==> src/hw/lcd_cmd_pkg.sv <==
/*
   Shared constants, encodings and carriers for the display RAM command decoder.
   Assumes a single 125 MHz clock domain and a byte-wide host port sampled on it.
*/
package lcd_cmd_pkg;
   localparam int COL_W      = 8;
   localparam int PAGE_W     = 4;
   localparam int LINE_W     = 7;
   localparam int COLUMNS    = 160;
   localparam int FIFO_DEPTH = 16;
   localparam int INIT_CYCLES = 16;

   localparam logic [3:0] OP_PAGE     = 4'hb;
   localparam logic [3:0] OP_COL_HI   = 4'h1;
   localparam logic [3:0] OP_COL_LO   = 4'h0;
   localparam logic [7:0] OP_HOLD_SET = 8'he0;
   localparam logic [7:0] OP_HOLD_CLR = 8'hee;
   localparam logic [6:0] OP_DISP     = 7'h57;
   localparam logic [5:0] OP_LINE     = 6'h10;
   localparam logic [5:0] OP_ROW      = 6'h11;

   localparam logic [PAGE_W-1:0] RST_PAGE = 4'h0;
   localparam logic [COL_W-1:0]  RST_COL  = 8'h00;
   localparam logic [LINE_W-1:0] RST_LINE = 7'h00;
   localparam logic [LINE_W-1:0] RST_ROW  = 7'h00;

   typedef struct packed {
      logic       busy;
      logic       disp_on;
      logic       reset_progress_flag;
      logic [2:0] maker_identity_field;
      logic [1:0] panel_size_field;
   } status_s;

   typedef struct packed {
      logic [PAGE_W-1:0] page;
      logic [COL_W-1:0]  column;
   } ram_addr_s;

   typedef struct packed {
      ram_addr_s  addr;
      logic [7:0] data;
   } ram_wr_s;

   typedef enum logic [1:0] {
      IDLE,
      WANT_LINE,
      WANT_ROW
   } seq_e;
endpackage

==> src/hw/byte_fifo.sv <==
/*
   Parameterised synchronous FIFO with valid/ready on both sides.
   Assumes one clock and a synchronous active-high reset.
*/
`timescale 1ns/1ps
module byte_fifo
#(
   parameter int WIDTH = 8,
   parameter int DEPTH = 16
)
(
   input  wire logic             i_clk,
   input  wire logic             i_sys_rst,
   input  wire logic             i_in_valid,
   output logic                  o_in_ready,
   input  wire logic [WIDTH-1:0] i_in_data,
   output logic                  o_out_valid,
   input  wire logic             i_out_ready,
   output logic [WIDTH-1:0]      o_out_data
);
   localparam int AW = $clog2(DEPTH);

   generate
      if (DEPTH < 2 || (1 << AW) != DEPTH)
      begin : g_bad_depth
         $error("FIFO depth must be a power of two of at least two");
      end
   endgenerate

   logic [WIDTH-1:0] mem [DEPTH];
   logic [AW-1:0]    wr_ptr;
   logic [AW-1:0]    rd_ptr;
   logic [AW:0]      count;
   logic             push;
   logic             pop;

   assign o_in_ready  = (count != (AW+1)'(DEPTH));
   assign o_out_valid = (count != '0);
   assign push        = i_in_valid && o_in_ready;
   assign pop         = o_out_valid && i_out_ready;
   assign o_out_data  = mem[rd_ptr];

   always_ff @(posedge i_clk)
   begin
      if (push)
         mem[wr_ptr] <= i_in_data;
   end

   always_ff @(posedge i_clk)
   begin
      if (i_sys_rst)
      begin
         wr_ptr <= '0;
         rd_ptr <= '0;
         count  <= '0;
      end
      else
      begin
         if (push)
            wr_ptr <= wr_ptr + AW'(1);
         if (pop)
            rd_ptr <= rd_ptr + AW'(1);
         count <= count + (AW+1)'(push) - (AW+1)'(pop);
      end
   end
endmodule // byte_fifo

==> src/hw/display_ram_command_decoder.sv <==
/*
   Instruction decoder for a grayscale graphic LCD controller: host byte port,
   status byte, page/column pointers, read-hold mode, display enable and
   start-line / start-row scroll registers. Display data writes leave through a
   16-word FIFO to an external display RAM; reads use a one-cycle RAM port.
   Assumes host strobes are synchronous to i_clk, one access per strobe.
*/
`timescale 1ns/1ps
module display_ram_command_decoder
   import lcd_cmd_pkg::*;
#(
   parameter int COLUMN_COUNT = COLUMNS,
   parameter int INIT_COUNT   = INIT_CYCLES,
   parameter int WR_DEPTH     = FIFO_DEPTH
)
(
   input  wire logic              i_clk,
   input  wire logic              i_sys_rst,
   input  wire logic              i_chip_select_low,
   input  wire logic              i_data_command_select,
   input  wire logic              i_read_not_write,
   input  wire logic              i_strobe,
   input  wire logic [7:0]        i_wdata,
   output logic [7:0]             o_rdata,
   output logic                   o_busy,
   input  wire logic [2:0]        i_maker_identity_field,
   input  wire logic [1:0]        i_panel_size_field,
   output ram_wr_s                o_ram_wr,
   output logic                   o_ram_wr_valid,
   input  wire logic              i_ram_wr_ready,
   output logic                   o_ram_rd_en,
   output ram_addr_s              o_ram_rd_addr,
   input  wire logic [7:0]        i_ram_rdata,
   output logic                   o_panel_enable,
   output logic [LINE_W-1:0]      o_start_line,
   output logic [LINE_W-1:0]      o_start_row,
   output logic [PAGE_W-1:0]      o_page,
   output logic [COL_W-1:0]       o_column,
   output logic                   o_read_hold
);
   localparam logic [COL_W-1:0] LAST_COL = COL_W'(COLUMN_COUNT - 1);
   localparam int               CNT_W    = $clog2(INIT_COUNT + 1);

   generate
      if (COLUMN_COUNT < 2 || COLUMN_COUNT > (1 << COL_W) || INIT_COUNT < 1)
      begin : g_bad_param
         $error("Column count or init count out of range");
      end
   endgenerate

   logic [CNT_W-1:0]  init_cnt;
   logic              reset_progress_flag;
   logic              fifo_in_ready;
   logic              fifo_out_valid;
   logic              cmd_ok;
   logic              data_wr;
   logic              data_rd;
   logic              stat_rd;
   logic              host_access;
   logic [COL_W-1:0]  next_column;
   logic [COL_W-1:0]  saved_column;
   logic [7:0]        read_buf;
   logic              rd_pend;
   seq_e              seq;
   status_s           status;
   ram_wr_s           wr_word;

   // Post-reset initialisation: busy and reset flag stand until the count ends
   always_ff @(posedge i_clk)
   begin
      if (i_sys_rst)
         init_cnt <= CNT_W'(INIT_COUNT);
      else if (init_cnt != '0)
         init_cnt <= init_cnt - CNT_W'(1);
   end

   assign reset_progress_flag = (init_cnt != '0);
   // A full write FIFO or the post-reset initialisation holds the host off
   assign o_busy = reset_progress_flag || !fifo_in_ready;

   assign host_access = i_strobe && !i_chip_select_low;
   // Status is always readable, so the host can poll busy
   assign stat_rd = host_access && !i_data_command_select && i_read_not_write;
   // Every other access is dropped while busy
   assign cmd_ok  = host_access && !o_busy && !i_data_command_select
                    && !i_read_not_write;
   assign data_wr = host_access && !o_busy && i_data_command_select
                    && !i_read_not_write;
   // Reads are dropped while queued writes remain, so they never return stale RAM
   assign data_rd = host_access && !o_busy && i_data_command_select
                    && i_read_not_write && !fifo_out_valid;

   assign status.busy                 = o_busy;
   assign status.disp_on              = o_panel_enable;
   assign status.reset_progress_flag  = reset_progress_flag;
   assign status.maker_identity_field = i_maker_identity_field;
   assign status.panel_size_field     = i_panel_size_field;

   always_comb
   begin
      if (o_column == LAST_COL)
         next_column = '0;
      else
         next_column = o_column + COL_W'(1);
   end

   // Column pointer: loads, auto-advance and hold restore
   always_ff @(posedge i_clk)
   begin
      if (i_sys_rst)
         o_column <= RST_COL;
      else if (data_wr)
         o_column <= next_column;
      else if (data_rd && !o_read_hold)
         o_column <= next_column;
      else if (cmd_ok && seq == IDLE && i_wdata[7:4] == OP_COL_HI)
         o_column <= {i_wdata[3:0], o_column[3:0]};
      else if (cmd_ok && seq == IDLE && i_wdata[7:4] == OP_COL_LO)
         o_column <= {o_column[7:4], i_wdata[3:0]};
      else if (cmd_ok && seq == IDLE && i_wdata == OP_HOLD_CLR && o_read_hold)
         o_column <= saved_column;
   end

   // Read-hold mode and the column it returns to
   always_ff @(posedge i_clk)
   begin
      if (i_sys_rst)
      begin
         o_read_hold  <= 1'b0;
         saved_column <= RST_COL;
      end
      else if (cmd_ok && seq == IDLE && i_wdata == OP_HOLD_SET)
      begin
         o_read_hold  <= 1'b1;
         saved_column <= o_column;
      end
      else if (cmd_ok && seq == IDLE && i_wdata == OP_HOLD_CLR)
         o_read_hold <= 1'b0;
   end

   // Page pointer has only four bits, so page sixteen is out of reach here
   always_ff @(posedge i_clk)
   begin
      if (i_sys_rst)
         o_page <= RST_PAGE;
      else if (cmd_ok && seq == IDLE && i_wdata[7:4] == OP_PAGE)
         o_page <= i_wdata[3:0];
   end

   // Display enable gates the panel; scroll and pointer outputs still update while it is low
   always_ff @(posedge i_clk)
   begin
      if (i_sys_rst)
         o_panel_enable <= 1'b0;
      else if (cmd_ok && seq == IDLE && i_wdata[7:1] == OP_DISP)
         o_panel_enable <= i_wdata[0];
   end

   // Two-byte sequencer: first byte arms, next command byte carries the value
   always_ff @(posedge i_clk)
   begin
      if (i_sys_rst)
         seq <= IDLE;
      else if (cmd_ok)
      begin
         unique case (seq)
            IDLE:
            begin
               if (i_wdata[7:2] == OP_LINE)
                  seq <= WANT_LINE;
               else if (i_wdata[7:2] == OP_ROW)
                  seq <= WANT_ROW;
            end
            WANT_LINE:
               seq <= IDLE;
            WANT_ROW:
               seq <= IDLE;
         endcase
      end
   end

   always_ff @(posedge i_clk)
   begin
      if (i_sys_rst)
      begin
         o_start_line <= RST_LINE;
         o_start_row  <= RST_ROW;
      end
      else if (cmd_ok && seq == WANT_LINE)
         o_start_line <= i_wdata[6:0];
      else if (cmd_ok && seq == WANT_ROW)
         o_start_row <= i_wdata[6:0];
   end

   // Read pipeline: each read returns the fetch of the last read made two or more cycles before it, hence the dummy read
   assign o_ram_rd_en        = data_rd;
   assign o_ram_rd_addr.page   = o_page;
   assign o_ram_rd_addr.column = o_column;

   always_ff @(posedge i_clk)
   begin
      if (i_sys_rst)
         rd_pend <= 1'b0;
      else
         rd_pend <= data_rd;
   end

   always_ff @(posedge i_clk)
   begin
      if (i_sys_rst)
         read_buf <= 8'h00;
      else if (rd_pend)
         read_buf <= i_ram_rdata;
   end

   always_ff @(posedge i_clk)
   begin
      if (i_sys_rst)
         o_rdata <= 8'h00;
      else if (stat_rd)
         o_rdata <= status;
      else if (data_rd)
         o_rdata <= read_buf;
   end

   assign wr_word.addr.page   = o_page;
   assign wr_word.addr.column = o_column;
   assign wr_word.data        = i_wdata;

   byte_fifo
   #(
      .WIDTH ($bits(ram_wr_s)),
      .DEPTH (WR_DEPTH)
   )
   u_wr_fifo
   (
      .i_clk       (i_clk),
      .i_sys_rst   (i_sys_rst),
      .i_in_valid  (data_wr),
      .o_in_ready  (fifo_in_ready),
      .i_in_data   (wr_word),
      .o_out_valid (fifo_out_valid),
      .i_out_ready (i_ram_wr_ready),
      .o_out_data  (o_ram_wr)
   );

   assign o_ram_wr_valid = fifo_out_valid;
endmodule // display_ram_command_decoder

==> config.mk <==
export PLATFORM = sky130hd
export DESIGN_NAME = display_ram_command_decoder
export DESIGN_NICKNAME = d
export VERILOG_FILES = /design/src/hw/lcd_cmd_pkg.sv /design/src/hw/byte_fifo.sv /design/src/hw/display_ram_command_decoder.sv
export SDC_FILE = /design/constraint.sdc
export NUM_CORES = 1
export LEC_CHECK = 0
export ABC_AREA = 0
export BUFFER_PORTS_ARGS = -buffer_cell sky130_fd_sc_hd__buf_2
export CAP_MARGIN = 10
export CORE_MARGIN = 3
export CORE_UTILIZATION = 53
export CTS_BUF_LIST = sky130_fd_sc_hd__clkbuf_4
export CTS_CLUSTER_DIAMETER = 30
export CTS_CLUSTER_SIZE = 24
export DETAILED_ROUTE_END_ITERATION = 16
export GPL_ROUTABILITY_DRIVEN = 1
export PLACE_DENSITY = 0.78
export SLEW_MARGIN = 20
export SYNTH_ARGS = -nofsm -noshare
export SYNTH_HDL_FRONTEND = slang
export SYNTH_SLANG_ARGS = --single-unit
==> constraint.sdc <==
create_clock -name i_clk -period 3.7 [get_ports i_clk]
set_input_delay 0.185 -clock i_clk [delete_from_list [all_inputs] [get_ports i_clk]]
set_output_delay 0.185 -clock i_clk [all_outputs]
set_load 0.02 [all_outputs]
==> flow_summary.ini <==
[sta]
setup_viol = 0
hold_ws_ps = 71.6
maxSlewViolCount = 0
fmax_mhz = 315
clock_skew_ps = 73.5
max-slew-margin-rel = 0.406
rsz0062_at_grt = no
fin_setup_tns_ps = 0
tightest_slew_ps = 890
timing.final.crit_share = 0.858
worst_slack_ps = 526
min_period_ps = 3170
finalHoldViolCount = 0

[cts]
cts_resized = 0
clk_pin_slew_ps = 80
post_cts_buffers = 0
cts_root_buffer = clkbuf_4
cts_tree = done
cts_hold_buf = 28
insertion_delay_ps = 720
clockBufferDepth = 3
numClockSinks = 397
htree_num_levels = 3
cts-buffers-inserted = 69

[global_routing]
use_met2 = 0.373
grt-ovfl-total = 0
grt_start_max_net_pins = 80
grt_pass1_wl_mm = 53.3
grt_util_met3 = 0.0411
top_usage_layer = met2
globalRouteMet1Util = 0.298
track_usage = 0.223
first_global_vias = 9217
antenna_found_initial = 2

[logic_synthesis]
async_reset_ff_frac = 0
yosysUniqueCellTypes = 64
ys.warnings.count = 0
synth-edff-count = 320
synthesis.area_mm2 = 0.0159
ys_seq_area_frac = 0.703
yosys_register_bits = 397
synth_fp_nets = 932
avgSynthCellArea_um2 = 17.9
synthFlopType = edfxtp_1
netlist_instances = 886

[power_and_ir_drop]
power.internal_mw = 7.45
p_per_area_mw_per_mm2 = 552
p_sw_mw = 2.64
p_total_mw = 10.1
p_comb_frac = 0.174
seq_power_share = 0.495
pwr-share-clk = 0.331
vdd_drop_max_uv = 284
sw_frac_of_total = 0.262
p_leak_nw = 6.25

[floorplan]
core_mm2 = 0.0291
num_rows = 62
die_area_mm2 = 0.0321
ioPinCount = 99
initial_utilization = 0.545
dieWidth_um = 179
die_y_um = 179

[setup_path]
critPathMaxFanout = 5
rrSetupSlack_ps = 530
r2r_start = u_wr_fifo.count[3]
crit_path_cell_trace = inv_1, ha_1, nor4b_1, inv_1, and2_1, ha_1, inv_1, ha_1, fa_1, a21oi_1, nor2_1, or3_1, a21oi_1
startpoint_type = flop
crit_required_ps = 4280
r2r-end = u_wr_fifo.count[4]
crit_slowest_cell = nor4b_1
crit_arrival_ps = 3750
end_kind = flop
rr_worst_depth = 13
critPathKind = flop to flop
crit_path_max_incr_delay_ps = 420

[placement]
io_buffers = 98
place_hpwl_mm = 20.3
place_area_mm2 = 0.0169
routabilityCongestion = 0.795
pre_cts_slack_ps = 600

[layout]
mostFrequentLayoutCell = edfxtp_1
final_nets = 1105
area_delta_synth_final_pct = 15.3
design_area_mm2 = 0.0183
final_cell_mix = edfxtp_1 (320), mux4_2 (100), buf_2 (98), clkbuf_4 (83), dfxtp_1 (74)
layout-drive-gt1-share = 0.354

[drt]
dr.pass1.iters = 5
viasPerCell = 5.91
drt_iter0_drc = 760
wire_per_inst_um = 22.9
vias = 8836
finalWirelength_mm = 34.2
drc = 0
antenna_left = 0

[worst_hold_path]
worstHoldStart = i_ram_wr_ready
hold_depth = 4
hold_path_class = primary input to flop

[job]
maxCapViolCount = 0

[run_status]
status = finished clean
[kinds of logic after synthesis]
| logic type | Yosys count | synth area share |
|---|---|---|
| xor+xnor | 11 | 0.00607 |
| flops | 397 | 0.703 |
| compound gates | 58 | 0.0252 |
| buf+inv | 82 | 0.0240 |
| mux | 135 | 0.164 |
| fa+ha+maj | 18 | 0.0147 |
| simple gates | 185 | 0.0632 |
[cell type report]
| type | instances | area, um^2 |
|---|---|---|
| sequential | 397 | 11200 |
| fill | 2020 | 10800 |
| multi-input combinational | 407 | 4390 |
| timing repair buffer | 161 | 1110 |
| clock buffer | 83 | 623 |
| antenna | 1 | 2.50 |
| inverter | 23 | 87.6 |
| clock inverter | 40 | 442 |
| tap | 384 | 480 |
[critical path: cells and delay by family (launching register included)]
kind | cells | cell delay [ps]
fa+ha+maj | 4 | 1090
compound gates | 2 | 310
simple gates | 4 | 1100
flops | 1 | 320
buf+inv | 3 | 270
[layer usage]
layer,vias up,part of all wire
li1,3876,-
met1,4529,0.40
met2,373,0.51
met3,56,0.067
met4,2,0.021
met5,-,0.00038
[synthesized netlist by cell type, drive strengths merged (4+ instances only)]
| library cell | n | share of area |
|---|---|---|
| a211oi | 6 | 0.0035 |
| a21oi | 19 | 0.0060 |
| a22oi | 7 | 0.0033 |
| buf | 28 | 0.011 |
| clkbuf | 31 | 0.0080 |
| dfxtp | 77 | 0.097 |
| edfxtp | 320 | 0.61 |
| ha | 17 | 0.013 |
| inv | 22 | 0.0052 |
| mux2i | 35 | 0.022 |
| mux4 | 100 | 0.14 |
| nand2 | 30 | 0.0071 |
| nand3 | 21 | 0.0069 |
| nand4 | 4 | 0.0016 |
| nor2 | 76 | 0.019 |
| nor3 | 15 | 0.0062 |
| o21ai | 6 | 0.0019 |
| or4b | 7 | 0.0049 |
| xnor2 | 6 | 0.0033 |
| xor2 | 5 | 0.0028 |
[how the worst max path moves through the flow]
stage | from | end
floorplan | init_cnt[0] | u_wr_fifo.mem[3][0]
global placement | u_wr_fifo.count[3] | u_wr_fifo.count[4]
detailed placement | u_wr_fifo.count[3] | u_wr_fifo.count[4]
CTS | flop | o_ram_wr[0]
global route | u_wr_fifo.count[2] | u_wr_fifo.count[4]
finish | u_wr_fifo.count[3] | u_wr_fifo.count[4]
[metrics by stage]
stage | util | std cells
floorplan | - | 886
global placement | 0.582 | 1344
detailed placement | 0.582 | 1344
CTS | 0.629 | 1495
global route | 0.629 | 1496
finish | 0.629 | 1496
[state kept, by name, summed over array words and instances, names as in the netlist, named ones only]
register	cells
u_wr_fifo.wr_ptr	4
rd_pend	1
o_column	8
o_read_hold	1
saved_column	8
u_wr_fifo.mem	320
u_wr_fifo.count	5
o_start_row	7
read_buf	8
o_panel_enable	1
seq	2
o_page	4
u_wr_fifo.rd_ptr	4
init_cnt	5
o_rdata	8
o_start_line	7
[power by group through the flow]
stage | sequential, mW | combinational, mW | clock, mW
after floorplan | 5.00 | 1.38 | 0
after global routing | 5.02 | 1.92 | 3.60
final | 5.00 | 1.75 | 3.35
after CTS | 5.00 | 1.79 | 3.42
after detailed placement | 5.10 | 1.75 | 0
after global placement | 5.09 | 1.74 | 0
Power figures use the tool's default switching activity.
